--- src/shared/pur_pkg.sv ---
// Purpose: Shared constants for the pull-up and output routing block
// Assumes: 8-bit registers on a 32-bit Wishbone word, one register a word
// Notes:   Byte address of a register is its index shifted by IDX_SHIFT
package pur_pkg;

    localparam int unsigned REG_W     = 8;
    localparam int unsigned IDX_SHIFT = 2;

    // Register indices
    localparam logic [5:0] IDX_PA_PUD  = 6'h08;
    localparam logic [5:0] IDX_PB_PUD  = 6'h09;
    localparam logic [5:0] IDX_PD_PUD  = 6'h0A;
    localparam logic [5:0] IDX_ROUTE   = 6'h0B;
    localparam logic [5:0] IDX_IRQ_STS = 6'h0C;
    localparam logic [5:0] IDX_IRQ_CLR = 6'h0D;
    localparam logic [5:0] IDX_IRQ_EN  = 6'h0E;

    // Reset values
    localparam logic [7:0] RST_PA_PUD = 8'h7F;
    localparam logic [7:0] RST_PB_PUD = 8'h3F;
    localparam logic [7:0] RST_PD_PUD = 8'hFF;
    localparam logic [7:0] RST_ROUTE  = 8'h00;
    localparam logic [2:0] RST_IRQ_EN = 3'h0;

    // Field positions of output_routing_control
    localparam int unsigned RT_PWM_EN    = 7;
    localparam int unsigned RT_PWM_DIV_H = 6;
    localparam int unsigned RT_PWM_DIV_L = 5;
    localparam int unsigned RT_CLK_EN    = 4;
    localparam int unsigned RT_T0_EN     = 3;
    localparam int unsigned RT_T1_EN     = 2;
    localparam int unsigned RT_T1_CLKSEL = 1;
    localparam int unsigned RT_IRQ1_EDGE = 0;

    // Routed pin positions
    localparam int unsigned PIN_PWM = 0;
    localparam int unsigned PIN_T0  = 5;
    localparam int unsigned PIN_CLK = 6;
    localparam int unsigned PIN_T1  = 0;

    // Interrupt status layout
    localparam int unsigned IRQ_W    = 3;
    localparam int unsigned IRQ_T0   = 0;
    localparam int unsigned IRQ_T1   = 1;
    localparam int unsigned IRQ_EXT1 = 2;

    // Edge select encodings and synchroniser depth
    localparam logic        EDGE_FALL   = 1'b0;
    localparam logic        EDGE_RISE   = 1'b1;
    localparam int unsigned SYNC_STAGES = 3;
    localparam logic [2:0]  SYNC_RST    = 3'h7;

endpackage

--- src/shared/pur_edge_if.sv ---
// Purpose: Carries edge select and detected event for the irq1 pin
// Assumes: Single clock domain
// Notes:   Detector drives the event, user drives edge select
`timescale 1ns/10ps
interface pur_edge_if;
    logic edge_sel;
    logic event_p;

    modport detector (
        input  edge_sel,
        output event_p
    );
    modport user (
        output edge_sel,
        input  event_p
    );
endinterface

--- src/rtl/pur_irq1_sync.sv ---
// Purpose: Synchronise the external interrupt 1 pin and detect its edge
// Assumes: Pin is asynchronous to clk_i
// Notes:   A change counts once the second and third stages agree
`timescale 1ns/10ps
module pur_irq1_sync #(
    parameter int unsigned STAGES = pur_pkg::SYNC_STAGES
) (
    input  wire logic clk_i,
    input  wire logic rst_i,
    input  wire logic ext_irq1_pin_i,
    pur_edge_if.detector edge_if
);
    initial begin
        if (STAGES != 3) begin
            $error("pur_irq1_sync supports exactly three stages");
        end
    end

    typedef struct packed {
        logic [2:0] sync;
        logic       level;
        logic       event_p;
    } pur_sync_state_t;

    pur_sync_state_t st_r;
    pur_sync_state_t st_nxt;

    always_comb begin
        st_nxt      = st_r;
        // First stage feeds only the second
        st_nxt.sync = {st_r.sync[1], st_r.sync[0], ext_irq1_pin_i};
        if (st_r.sync[1] == st_r.sync[2]) begin
            st_nxt.level = st_r.sync[2];
        end
        // Only the selected direction raises the event
        st_nxt.event_p = (st_nxt.level != st_r.level) &&
                         (st_nxt.level == edge_if.edge_sel);
    end

    // Idle high so a pulled-up pin gives no event after reset
    always_ff @(posedge clk_i) begin
        if (rst_i) begin
            st_r.sync    <= pur_pkg::SYNC_RST;
            st_r.level   <= 1'b1;
            st_r.event_p <= 1'b0;
        end else begin
            st_r <= st_nxt;
        end
    end

    assign edge_if.event_p = st_r.event_p;
endmodule

--- src/rtl/pur_top.sv ---
// Purpose: Pull-up control and output routing for ports A, B and D
// Assumes: Classic Wishbone slave, 32-bit data, 8-bit registers in low lane
// Notes:   Timers, PWM engine and port data registers live elsewhere
//
// Functional notes
// - A pull-up disable bit of 0 enables that pin's pull-up, 1 disables it.
// - A pin whose output data bit is 0 never has its pull-up on.
// - A pin set to push-pull output never has its pull-up on.
// - A pin serving crystal, PWM, toggle, clock or buzzer has no pull-up.
// - PWM enable routes the PWM waveform to port A pin 0, else normal use.
// - Clock output enable drives the half-rate clock on port D pin 6.
// - Timer0 toggle enable drives an overflow toggle on port A pin 5.
// - Timer1 toggle enable drives an overflow toggle on port D pin 0.
// - Timer1 clock select picks half rate at 0 and full rate at 1.
// - Interrupt 1 edge select picks falling edge at 0, rising at 1.
// - Push-pull select 1 gives CMOS output, 0 open-drain or input.
`timescale 1ns/10ps
module pur_top #(
    parameter int unsigned ADR_W = 8
) (
    input  wire logic              clk_i,
    input  wire logic              rst_i,
    input  wire logic [ADR_W-1:0]  adr_i,
    input  wire logic [31:0]       dat_i,
    output logic      [31:0]       dat_o,
    input  wire logic              we_i,
    input  wire logic [3:0]        sel_i,
    input  wire logic              stb_i,
    input  wire logic              cyc_i,
    output logic                   ack_o,
    input  wire logic [7:0]        porta_output_data_i,
    input  wire logic [7:0]        portb_output_data_i,
    input  wire logic [7:0]        portd_output_data_i,
    input  wire logic [7:0]        porta_pushpull_select_i,
    input  wire logic [7:0]        portb_pushpull_select_i,
    input  wire logic [7:0]        portd_pushpull_select_i,
    input  wire logic [7:0]        porta_alt_func_i,
    input  wire logic [7:0]        portb_alt_func_i,
    input  wire logic [7:0]        portd_alt_func_i,
    input  wire logic              pwm_wave_i,
    input  wire logic              timer0_ovf_i,
    input  wire logic              timer1_ovf_i,
    input  wire logic              ext_irq1_pin_i,
    output logic      [7:0]        porta_pullup_o,
    output logic      [7:0]        portb_pullup_o,
    output logic      [7:0]        portd_pullup_o,
    output logic      [7:0]        porta_pushpull_o,
    output logic      [7:0]        portb_pushpull_o,
    output logic      [7:0]        portd_pushpull_o,
    output logic                   porta_pin0_sel_o,
    output logic                   porta_pin0_out_o,
    output logic                   porta_pin5_sel_o,
    output logic                   porta_pin5_out_o,
    output logic                   portd_pin6_sel_o,
    output logic                   portd_pin6_out_o,
    output logic                   portd_pin0_sel_o,
    output logic                   portd_pin0_out_o,
    output logic      [1:0]        pwm_clock_divider_o,
    output logic                   timer1_clk_tick_o,
    output logic                   ext_irq1_event_o,
    output logic                   irq_o
);
    initial begin
        if (ADR_W < 8) begin
            $error("pur_top needs at least 8 address bits");
        end
    end

    typedef struct packed {
        logic [7:0] pa_pud;
        logic [7:0] pb_pud;
        logic [7:0] pd_pud;
        logic [7:0] route;
        logic [2:0] irq_sts;
        logic [2:0] irq_en;
        logic       ack;
        logic [7:0] rdata;
        logic [7:0] pa_pu;
        logic [7:0] pb_pu;
        logic [7:0] pd_pu;
        logic [7:0] pa_pp;
        logic [7:0] pb_pp;
        logic [7:0] pd_pp;
        logic       instr_clk;
        logic       t1_tick;
        logic       t0_tog;
        logic       t1_tog;
        logic       pa0_sel;
        logic       pa0_val;
        logic       pa5_sel;
        logic       pa5_val;
        logic       pd6_sel;
        logic       pd6_val;
        logic       pd0_sel;
        logic       pd0_val;
        logic       irq1_ev;
        logic       irq;
    } pur_state_t;

    pur_state_t st_r;
    pur_state_t st_nxt;

    pur_edge_if edge_if ();

    pur_irq1_sync u_irq1_sync (
        .clk_i          (clk_i),
        .rst_i          (rst_i),
        .ext_irq1_pin_i (ext_irq1_pin_i),
        .edge_if        (edge_if)
    );

    assign edge_if.edge_sel = st_r.route[pur_pkg::RT_IRQ1_EDGE];

    // Pull-up only when enabled, data high, not push-pull, no alt use
    function automatic logic [7:0] pullup_calc(
        input logic [7:0] pud,
        input logic [7:0] data,
        input logic [7:0] pp,
        input logic [7:0] busy
    );
        pullup_calc = ~pud & data & ~pp & ~busy;
    endfunction

    function automatic logic is_reg(
        input logic [ADR_W-1:0] adr,
        input logic [5:0]       idx
    );
        is_reg = (adr[7:pur_pkg::IDX_SHIFT] == idx) &&
                 (adr[pur_pkg::IDX_SHIFT-1:0] == 2'b00);
    endfunction

    logic       req;
    logic       wr_lo;
    logic [7:0] wd;
    logic [7:0] pa_busy;
    logic [7:0] pd_busy;
    logic [2:0] irq_ev;
    logic [2:0] irq_clr;

    always_comb begin
        req     = cyc_i && stb_i && !st_r.ack;
        wr_lo   = req && we_i && sel_i[0];
        wd      = dat_i[7:0];
        irq_clr = 3'h0;
        st_nxt  = st_r;

        st_nxt.ack   = req;
        st_nxt.rdata = 8'h00;

        // Control registers keep their value until written
        if (wr_lo) begin
            if (is_reg(adr_i, pur_pkg::IDX_PA_PUD)) begin
                st_nxt.pa_pud = wd;
            end
            if (is_reg(adr_i, pur_pkg::IDX_PB_PUD)) begin
                st_nxt.pb_pud = wd;
            end
            if (is_reg(adr_i, pur_pkg::IDX_PD_PUD)) begin
                st_nxt.pd_pud = wd;
            end
            if (is_reg(adr_i, pur_pkg::IDX_ROUTE)) begin
                st_nxt.route = wd;
            end
            if (is_reg(adr_i, pur_pkg::IDX_IRQ_CLR)) begin
                irq_clr = wd[pur_pkg::IRQ_W-1:0];
            end
            if (is_reg(adr_i, pur_pkg::IDX_IRQ_EN)) begin
                st_nxt.irq_en = wd[pur_pkg::IRQ_W-1:0];
            end
        end

        // Write-only registers read back as zero
        if (req && !we_i) begin
            if (is_reg(adr_i, pur_pkg::IDX_IRQ_STS)) begin
                st_nxt.rdata = {5'h00, st_r.irq_sts};
            end
            if (is_reg(adr_i, pur_pkg::IDX_IRQ_EN)) begin
                st_nxt.rdata = {5'h00, st_r.irq_en};
            end
        end

        // Half-rate instruction clock runs free
        st_nxt.instr_clk = !st_r.instr_clk;

        // Full rate ticks every cycle, half rate every other
        st_nxt.t1_tick = st_r.route[pur_pkg::RT_T1_CLKSEL] ? 1'b1
                                                           : st_nxt.instr_clk;

        // Toggle only while enabled, from a low reset
        if (timer0_ovf_i && st_r.route[pur_pkg::RT_T0_EN]) begin
            st_nxt.t0_tog = !st_r.t0_tog;
        end
        if (timer1_ovf_i && st_r.route[pur_pkg::RT_T1_EN]) begin
            st_nxt.t1_tog = !st_r.t1_tog;
        end

        st_nxt.pa0_sel = st_r.route[pur_pkg::RT_PWM_EN];
        st_nxt.pa0_val = st_r.route[pur_pkg::RT_PWM_EN] && pwm_wave_i;
        st_nxt.pa5_sel = st_r.route[pur_pkg::RT_T0_EN];
        st_nxt.pa5_val = st_r.route[pur_pkg::RT_T0_EN] && st_nxt.t0_tog;
        st_nxt.pd0_sel = st_r.route[pur_pkg::RT_T1_EN];
        st_nxt.pd0_val = st_r.route[pur_pkg::RT_T1_EN] && st_nxt.t1_tog;
        st_nxt.pd6_sel = st_r.route[pur_pkg::RT_CLK_EN];
        st_nxt.pd6_val = st_r.route[pur_pkg::RT_CLK_EN] && st_nxt.instr_clk;

        // Pins taken by routed functions lose their pull-up
        pa_busy = porta_alt_func_i;
        pd_busy = portd_alt_func_i;
        pa_busy[pur_pkg::PIN_PWM] = pa_busy[pur_pkg::PIN_PWM] |
                                    st_r.route[pur_pkg::RT_PWM_EN];
        pa_busy[pur_pkg::PIN_T0]  = pa_busy[pur_pkg::PIN_T0] |
                                    st_r.route[pur_pkg::RT_T0_EN];
        pd_busy[pur_pkg::PIN_CLK] = pd_busy[pur_pkg::PIN_CLK] |
                                    st_r.route[pur_pkg::RT_CLK_EN];
        pd_busy[pur_pkg::PIN_T1]  = pd_busy[pur_pkg::PIN_T1] |
                                    st_r.route[pur_pkg::RT_T1_EN];

        // Pull-up gating by disable, data and mode
        st_nxt.pa_pu = pullup_calc(st_r.pa_pud, porta_output_data_i,
                                   porta_pushpull_select_i, pa_busy);
        st_nxt.pb_pu = pullup_calc(st_r.pb_pud, portb_output_data_i,
                                   portb_pushpull_select_i, portb_alt_func_i);
        st_nxt.pd_pu = pullup_calc(st_r.pd_pud, portd_output_data_i,
                                   portd_pushpull_select_i, pd_busy);

        // Output mode passed to the pad drivers
        st_nxt.pa_pp = porta_pushpull_select_i;
        st_nxt.pb_pp = portb_pushpull_select_i;
        st_nxt.pd_pp = portd_pushpull_select_i;

        st_nxt.irq1_ev = edge_if.event_p;

        // New events win over a clear in the same cycle
        irq_ev = 3'h0;
        irq_ev[pur_pkg::IRQ_T0]   = timer0_ovf_i;
        irq_ev[pur_pkg::IRQ_T1]   = timer1_ovf_i;
        irq_ev[pur_pkg::IRQ_EXT1] = edge_if.event_p;
        st_nxt.irq_sts = (st_r.irq_sts & ~irq_clr) | irq_ev;
        st_nxt.irq     = |(st_nxt.irq_sts & st_nxt.irq_en);
    end

    always_ff @(posedge clk_i) begin
        if (rst_i) begin
            st_r        <= '0;
            st_r.pa_pud <= pur_pkg::RST_PA_PUD;
            st_r.pb_pud <= pur_pkg::RST_PB_PUD;
            st_r.pd_pud <= pur_pkg::RST_PD_PUD;
            st_r.route  <= pur_pkg::RST_ROUTE;
            st_r.irq_en <= pur_pkg::RST_IRQ_EN;
        end else begin
            st_r <= st_nxt;
        end
    end

    assign dat_o               = {24'h000000, st_r.rdata};
    assign ack_o               = st_r.ack;
    assign porta_pullup_o      = st_r.pa_pu;
    assign portb_pullup_o      = st_r.pb_pu;
    assign portd_pullup_o      = st_r.pd_pu;
    assign porta_pushpull_o    = st_r.pa_pp;
    assign portb_pushpull_o    = st_r.pb_pp;
    assign portd_pushpull_o    = st_r.pd_pp;
    assign porta_pin0_sel_o    = st_r.pa0_sel;
    assign porta_pin0_out_o    = st_r.pa0_val;
    assign porta_pin5_sel_o    = st_r.pa5_sel;
    assign porta_pin5_out_o    = st_r.pa5_val;
    assign portd_pin6_sel_o    = st_r.pd6_sel;
    assign portd_pin6_out_o    = st_r.pd6_val;
    assign portd_pin0_sel_o    = st_r.pd0_sel;
    assign portd_pin0_out_o    = st_r.pd0_val;
    // Divider is only passed on; nonzero values upset the PWM engine
    assign pwm_clock_divider_o = st_r.route[pur_pkg::RT_PWM_DIV_H:
                                            pur_pkg::RT_PWM_DIV_L];
    assign timer1_clk_tick_o   = st_r.t1_tick;
    assign ext_irq1_event_o    = st_r.irq1_ev;
    assign irq_o               = st_r.irq;
endmodule

--- config.mk ---
export PLATFORM = sky130hd
export DESIGN_NAME = pur_top
export DESIGN_NICKNAME = d
export VERILOG_FILES = /design/src/shared/pur_pkg.sv /design/src/shared/pur_edge_if.sv /design/src/rtl/pur_irq1_sync.sv /design/src/rtl/pur_top.sv
export SDC_FILE = /design/constraint.sdc
export NUM_CORES = 1
export LEC_CHECK = 0
export BUFFER_PORTS_ARGS = -buffer_cell sky130_fd_sc_hd__buf_2
export CORE_ASPECT_RATIO = 0.9
export CORE_MARGIN = 8
export CORE_UTILIZATION = 40
export CTS_CLUSTER_DIAMETER = 50
export DETAILED_ROUTE_END_ITERATION = 8
export PLACE_DENSITY = 0.8
export SYNTH_ARGS = -nofsm -noshare
export SYNTH_HDL_FRONTEND = slang
export SYNTH_SLANG_ARGS = --single-unit
export TNS_END_PERCENT = 10
--- constraint.sdc ---
create_clock -name clk_i -period 2.64 [get_ports clk_i]
set_input_delay 0.264 -clock clk_i [delete_from_list [all_inputs] [get_ports clk_i]]
set_output_delay 0.264 -clock clk_i [all_outputs]
set_load 0.05 [all_outputs]
After elaboration in Yosys (flattened, before gate mapping)
Cells that the tools add are included.
{ "totals": {"register_bits": 114, "inputBits": 125, "output_inout_bits": 94, "word_cells": 111} }
{ "classes": {"eq_ne": 10, "muxes": 10, "bitwise": 27, "reduce_logical": 32} }
{ "ops": {"columns": ["operator", "count"], "rows": [
  ["$and A8 B8 Y8", 9],
  ["$not A8 Y8", 9],
  ["$eq A6 B4 Y1 const B", 7],
  ["$logic_and A1 B1 Y1", 19],
  ["$mux W3", 6],
  ["$reduce_and A2 Y1", 4],
  ["$and A3 B3 Y3", 2],
  ["$reduce_or A3 Y1", 2],
  ["$logic_not A1 Y1", 5],
  ["$mux W1", 4],
  ["$or A1 B1 Y1", 4],
  ["$not A3 Y3", 1],
  ["$or A3 B3 Y3", 1],
  ["$eq A1 B1 Y1", 2],
  ["$logic_not A2 Y1", 1],
  ["$reduce_or A2 Y1", 1],
  ["$ne A1 B1 Y1", 1],
  ["$not A1 Y1", 1]
]} }

Logic depth before layout (Yosys ltp)
{ "logic_depth": {"depth_word": 10, "mapped_depth": 6, "ltp_nobuf": 5} }

Hierarchy
Synthesis repeated with hierarchy kept, for this count alone.
{ "unflattened": {"cells_unflattened": 410, "area_unflattened_um2": 4247.8} }
{ "by_module_without_submodules": {"columns": ["module", "n_inst", "cells_per_inst", "area_per_inst_um2", "seq_area_each_um2"], "rows": [
  ["pur_top", 1, 396, 4088.9, 2082.0],
  ["pur_irq1_sync", 1, 14, 158.9, 100.1]
]} }

Least setup slack after synthesis
OpenSTA, ideal clock, no wires.
{ "synth_path": {"kind": "flip-flop to flip-flop", "from": "reg st_r (netlist bit ack_o)", "to": "reg st_r[106] (netlist name)", "setup_ns": 0.120, "arrival_ns": 2.027, "t_required_ns": 2.520, "setup_slack_ns": 0.493, "stages_incl_launch_ff": 7, "n_path_buf": 1, "period_less_slack_ns": 2.147, "cell_sequence": "dfxtp_1 > nand3b_1 > or3_4 > nor3_2 > buf_2 > nor2b_1 > a211o_1"} }
{ "synth_between": {"elab_chain_cells": 5} }
{ "synth_lines": {"columns": ["item", "line", "rtl"], "rows": [
  ["from (decl)", "pur_top.sv:100", "pur_state_t st_r;"],
  ["from (signal assigned)", "pur_top.sv:251", "st_r <= st_nxt;"],
  ["$logic_not A1 Y1", "pur_top.sv:141", "req = cyc_i && stb_i && !st_r.ack;"],
  ["$logic_and A1 B1 Y1", "pur_top.sv:141", null],
  ["$logic_and A1 B1 Y1 (2 in series)", "pur_top.sv:142", "wr_lo = req && we_i && sel_i[0];"],
  ["$reduce_and A2 Y1 (no line)", null, null]
]} }
No other way between the ends.
A chain may end at the register's enable or synchronous reset.

Worst setup path in the final report
{ "layout_path": {"from": "in adr_i[2]", "to": "reg st_r (netlist bit irq_o)"} }
{ "layout_between": {"elab_chain_cells": 9, "word_cells_on_any_way": 13, "classes_between": "2 x eq/ne; 4 x mux; 4 x bitwise; 3 x reduce/logical"} }
{ "layout_lines": {"columns": ["item", "line", "rtl"], "rows": [
  ["from (decl)", "pur_top.sv:23", "input wire logic [ADR_W-1:0] adr_i,"],
  ["$eq A6 B4 Y1", "pur_top.sv:128", "is_reg = (adr[7:pur_pkg::IDX_SHIFT] == idx) &&"],
  ["$logic_and A1 B1 Y1", "pur_top.sv:128", null],
  ["$mux W3", "pur_top.sv:164", "if (is_reg(adr_i, pur_pkg::IDX_IRQ_CLR)) begin"],
  ["$mux W3", "pur_top.sv:151", "if (wr_lo) begin"],
  ["$not A3 Y3", "pur_top.sv:238", "st_nxt.irq_sts = (st_r.irq_sts & ~irq_clr) | irq_ev;"],
  ["$and A3 B3 Y3", "pur_top.sv:238", null],
  ["$or A3 B3 Y3", "pur_top.sv:238", null],
  ["$and A3 B3 Y3 *", "pur_top.sv:239", "st_nxt.irq = |(st_nxt.irq_sts & st_nxt.irq_en);"],
  ["$reduce_or A3 Y1 *", "pur_top.sv:239", null]
]} }
Every way passes the cells marked *; elsewhere a longest branch is shown, timed or not.

==> impl_metrics.env <==
export IMPL_via_per_inst=4.61
export IMPL_maxSlewHeadroom=0.489
export IMPL_cp_cell_sequence="buf_2 > or4b_2 > nor4_2 > mux2i_1 > nor2_1 > a211o_1"
export IMPL_crit_start="adr_i[2]"
export IMPL_worstPathArrival_ns=2.21
export IMPL_crit_path_end="irq_o"
export IMPL_post_route_util=0.486
export IMPL_internal_power_mw=2.60
export IMPL_post_cts_setup_buffers=0
export IMPL_r2r_start="ack_o"
export IMPL_period_needed_ns=1.99
export IMPL_maxSlewViolCount=0
export IMPL_grt_pass1_wl_um=16000
export IMPL_yosysWarningCount=0
export IMPL_ff2ff_path_depth=6
export IMPL_r2r_end="st_r[102]"
export IMPL_start_kind="input pin"
export IMPL_clock_skew_ns=0.00668
export IMPL_nNetsFinal=645
export IMPL_fp_dieW_um=125
export IMPL_grt_overflow_total=0
export IMPL_grt_max_degree=78
export IMPL_critPathKind="input pin to flip-flop"
export IMPL_drive_gt1_frac=0.374
export IMPL_clock_power_share=0.409
export IMPL_dr_pass1_iters=4
export IMPL_nFillCells=973
export IMPL_pwr_share_seq=0.488
export IMPL_synth_area_um2=4250
export IMPL_whs_ns=0.0760
export IMPL_fin_ws_ns=0.652
export IMPL_wl_per_cell_um=15.6
export IMPL_cts_made_buffers=9
export IMPL_clkTransAtPathRegs_ns=0.07
export IMPL_dieArea_um2=14200
export IMPL_end_kind="flip-flop"
export IMPL_regArea_um2=2180
export IMPL_core_um2=10300
export IMPL_area_delta_synth_final_pct=17.7
export IMPL_antenna_found_initial=1
export IMPL_cp_num_cells=6
export IMPL_combinationalPowerShare=0.103
export IMPL_ir_worst_vdd_v=0.000430
export IMPL_num_io_pins=219
export IMPL_ant_nets=0
export IMPL_finalHoldViolCount=0
export IMPL_finalWirelength_um=10200
export IMPL_io_buffers=162
export IMPL_cts_tree="built"
export IMPL_fin_crit_sh=0.753
export IMPL_clock_sinks=109
export IMPL_worstMarginPinSlew_ns=0.767
export IMPL_drt_initial_drc_count=111
export IMPL_fin_setup_tns_ns=0
export IMPL_cp_slowest_stage_delay_ns=0.72
export IMPL_multi_input_area_um2=1490
export IMPL_drc=0
export IMPL_vias=3009
export IMPL_dieHeight_um=114
export IMPL_syn_area_per_cell_um2=10.3
export IMPL_htree_levels=3
export IMPL_ys_seq_area_frac=0.513
export IMPL_cts_path_max_buffers=2
export IMPL_min_path_type="input pin to flip-flop"
export IMPL_synthCells=411
export IMPL_power_switching_mw=0.843
export IMPL_crit_required_ns=2.86
export IMPL_p_leak_nw=2.22
export IMPL_slowest_stage="or4b_2"
export IMPL_row_count=35
export IMPL_clk_latency_ns=0.33
export IMPL_grt_use_total=0.139
export IMPL_cp_max_fo=4
export IMPL_status="finished clean"
export IMPL_finalSetupViolations=0
export IMPL_rsz0062_at_grt="no"
export IMPL_synth_seq_cells=109
export IMPL_post_cts_resized=0
export IMPL_dp_hpwl_um=7830
export IMPL_path_buf_inv=1
export IMPL_pre_cts_slack_ns=0.318
export IMPL_grt_pass1_vias=3239
export IMPL_ctsRootBufferMaster="clkbuf_16"
export IMPL_start_util=0.413
export IMPL_n_antenna_cell=0
export IMPL_cap_violations=0
export IMPL_p_per_area_nw_per_um2=688
export IMPL_fmax_mhz=503
export IMPL_path_delay_family="simple AND/OR/NAND/NOR gates"
export IMPL_yosysUniqueCellTypes=33
export IMPL_ctsHoldBuffers=0
export IMPL_gp_congestion=0.751
export IMPL_swShare=0.245
export IMPL_r2r_slack_ns=0.74
## layer usage
layer | global-route usage | part of all wire
met1 | 0.145 | 0.40
met3 | 0.0663 | 0.090
met5 | 0 | 0.00079
met2 | 0.244 | 0.50
met4 | 0.0409 | 0.0099
## registers in the layout (all words and copies together), names as in the netlist, 2 cells and up
| name | flops |
|---|---|
| st_r | 34 |
| porta_pullup_o | 8 |
| porta_pushpull_o | 8 |
| portb_pullup_o | 8 |
| portb_pushpull_o | 8 |
| portd_pullup_o | 8 |
| portd_pushpull_o | 8 |
| st_nxt | 4 |
| dat_o | 3 |
| pwm_clock_divider_o | 2 |
| u_irq1_sync.st_nxt | 2 |
| u_irq1_sync.st_r | 2 |
## worst register-to-register path: cells and delay by family (launching register included)
| kind | cells | cell delay [ns] |
|---|---|---|
| AO/OA/AOI/OAI | 1 | 0.27 |
| buffers and inverters | 1 | 0.25 |
| flip-flops | 1 | 0.31 |
| AND/OR/NAND/NOR | 4 | 0.97 |
## stage by stage
stage	power, mW	std cells	instance area, µm²
floorplan	2.01	439	4360
global placement	2.07	638	4690
detailed placement	2.07	638	4690
CTS	3.50	653	5010
global route	3.58	653	5010
finish	3.44	653	5010
## power groups by stage
stage	logic, mW	clock network, mW	registers (mW)
after floorplan	0.291	0	1.72
after global placement	0.351	0	1.72
after detailed placement	0.357	0	1.72
after CTS	0.358	1.46	1.68
after global routing	0.379	1.52	1.68
final	0.356	1.41	1.68
## cells in the final DEF (no fill, tap or decap), types with 3 or more instances in the layout
cell       Yosys  final
dfxtp_1      109    109
conb_1         1     29
nor3_1         4      4
or2_2          3      3
nand2b_1      20     20
nor2b_1       53     53
a211o_1       22     22
or4b_2         7      7
mux2i_1       17     17
a21oi_1        3      3
and2_1         3      3
o21bai_1       3      3
buf_2          4    161
nor4_1        21     21
inv_1          3      3
nand2_1        5      5
buf_4         82      6
clkbuf_16      0      9
nor2_1        24     24
## synthesized netlist by cell type (all sizes together)
cell | n | share of area
a211o | 22 | 0.045
a21o | 1 | 0.0018
a21oi | 3 | 0.0035
a31oi | 2 | 0.0029
and2 | 3 | 0.0044
buf | 88 | 0.15
clkbuf | 9 | 0.0079
conb | 1 | 0.00088
dfxtp | 109 | 0.51
inv | 3 | 0.0026
mux2i | 17 | 0.040
nand2 | 5 | 0.0044
nand2b | 20 | 0.029
nand3b | 1 | 0.0018
nand4b | 1 | 0.0021
nor2 | 25 | 0.023
nor2b | 53 | 0.078
nor3 | 5 | 0.0071
nor4 | 23 | 0.039
o21bai | 3 | 0.0053
or2 | 3 | 0.0044
or3 | 2 | 0.0041
or4b | 9 | 0.021
or4bb | 1 | 0.0026
xor2 | 2 | 0.0041
## how the worst min path moves through the flow
stage / from / end / depth (start not counted)
floorplan: porta_alt_func_i[1] / porta_pullup_o[1] / 1
global placement: u_irq1_sync.st_nxt[3] / u_irq1_sync.st_nxt[4] / 1
detailed placement: u_irq1_sync.st_nxt[3] / u_irq1_sync.st_nxt[4] / 1
CTS: porta_alt_func_i[1] / porta_pullup_o[1] / 2
global route: portd_alt_func_i[2] / portd_pullup_o[2] / 2
finish: portb_alt_func_i[5] / portb_pullup_o[5] / 2
## cell families (layout without fill, tap and decap cells)
logic type,count (synthesis),in the layout,share of synthesized area
AND/OR/NAND/NOR,151,151,0.221
flip-flops,109,109,0.513
buffers and inverters,100,185,0.162
AO/OA/AOI/OAI,31,31,0.0589
multiplexers,17,17,0.0400
XOR/XNOR,2,2,0.00412
other,1,29,0.000882
## area by class of cell
cell class | count | area share
tap | 129 | 0.0322
clock buffer | 10 | 0.0457
inverter | 3 | 0.00225
timing repair buffer | 167 | 0.170
clock inverter | 5 | 0.0170
multi-input combinational | 230 | 0.297
sequential | 109 | 0.436
Power figures use the tool's default switching activity.
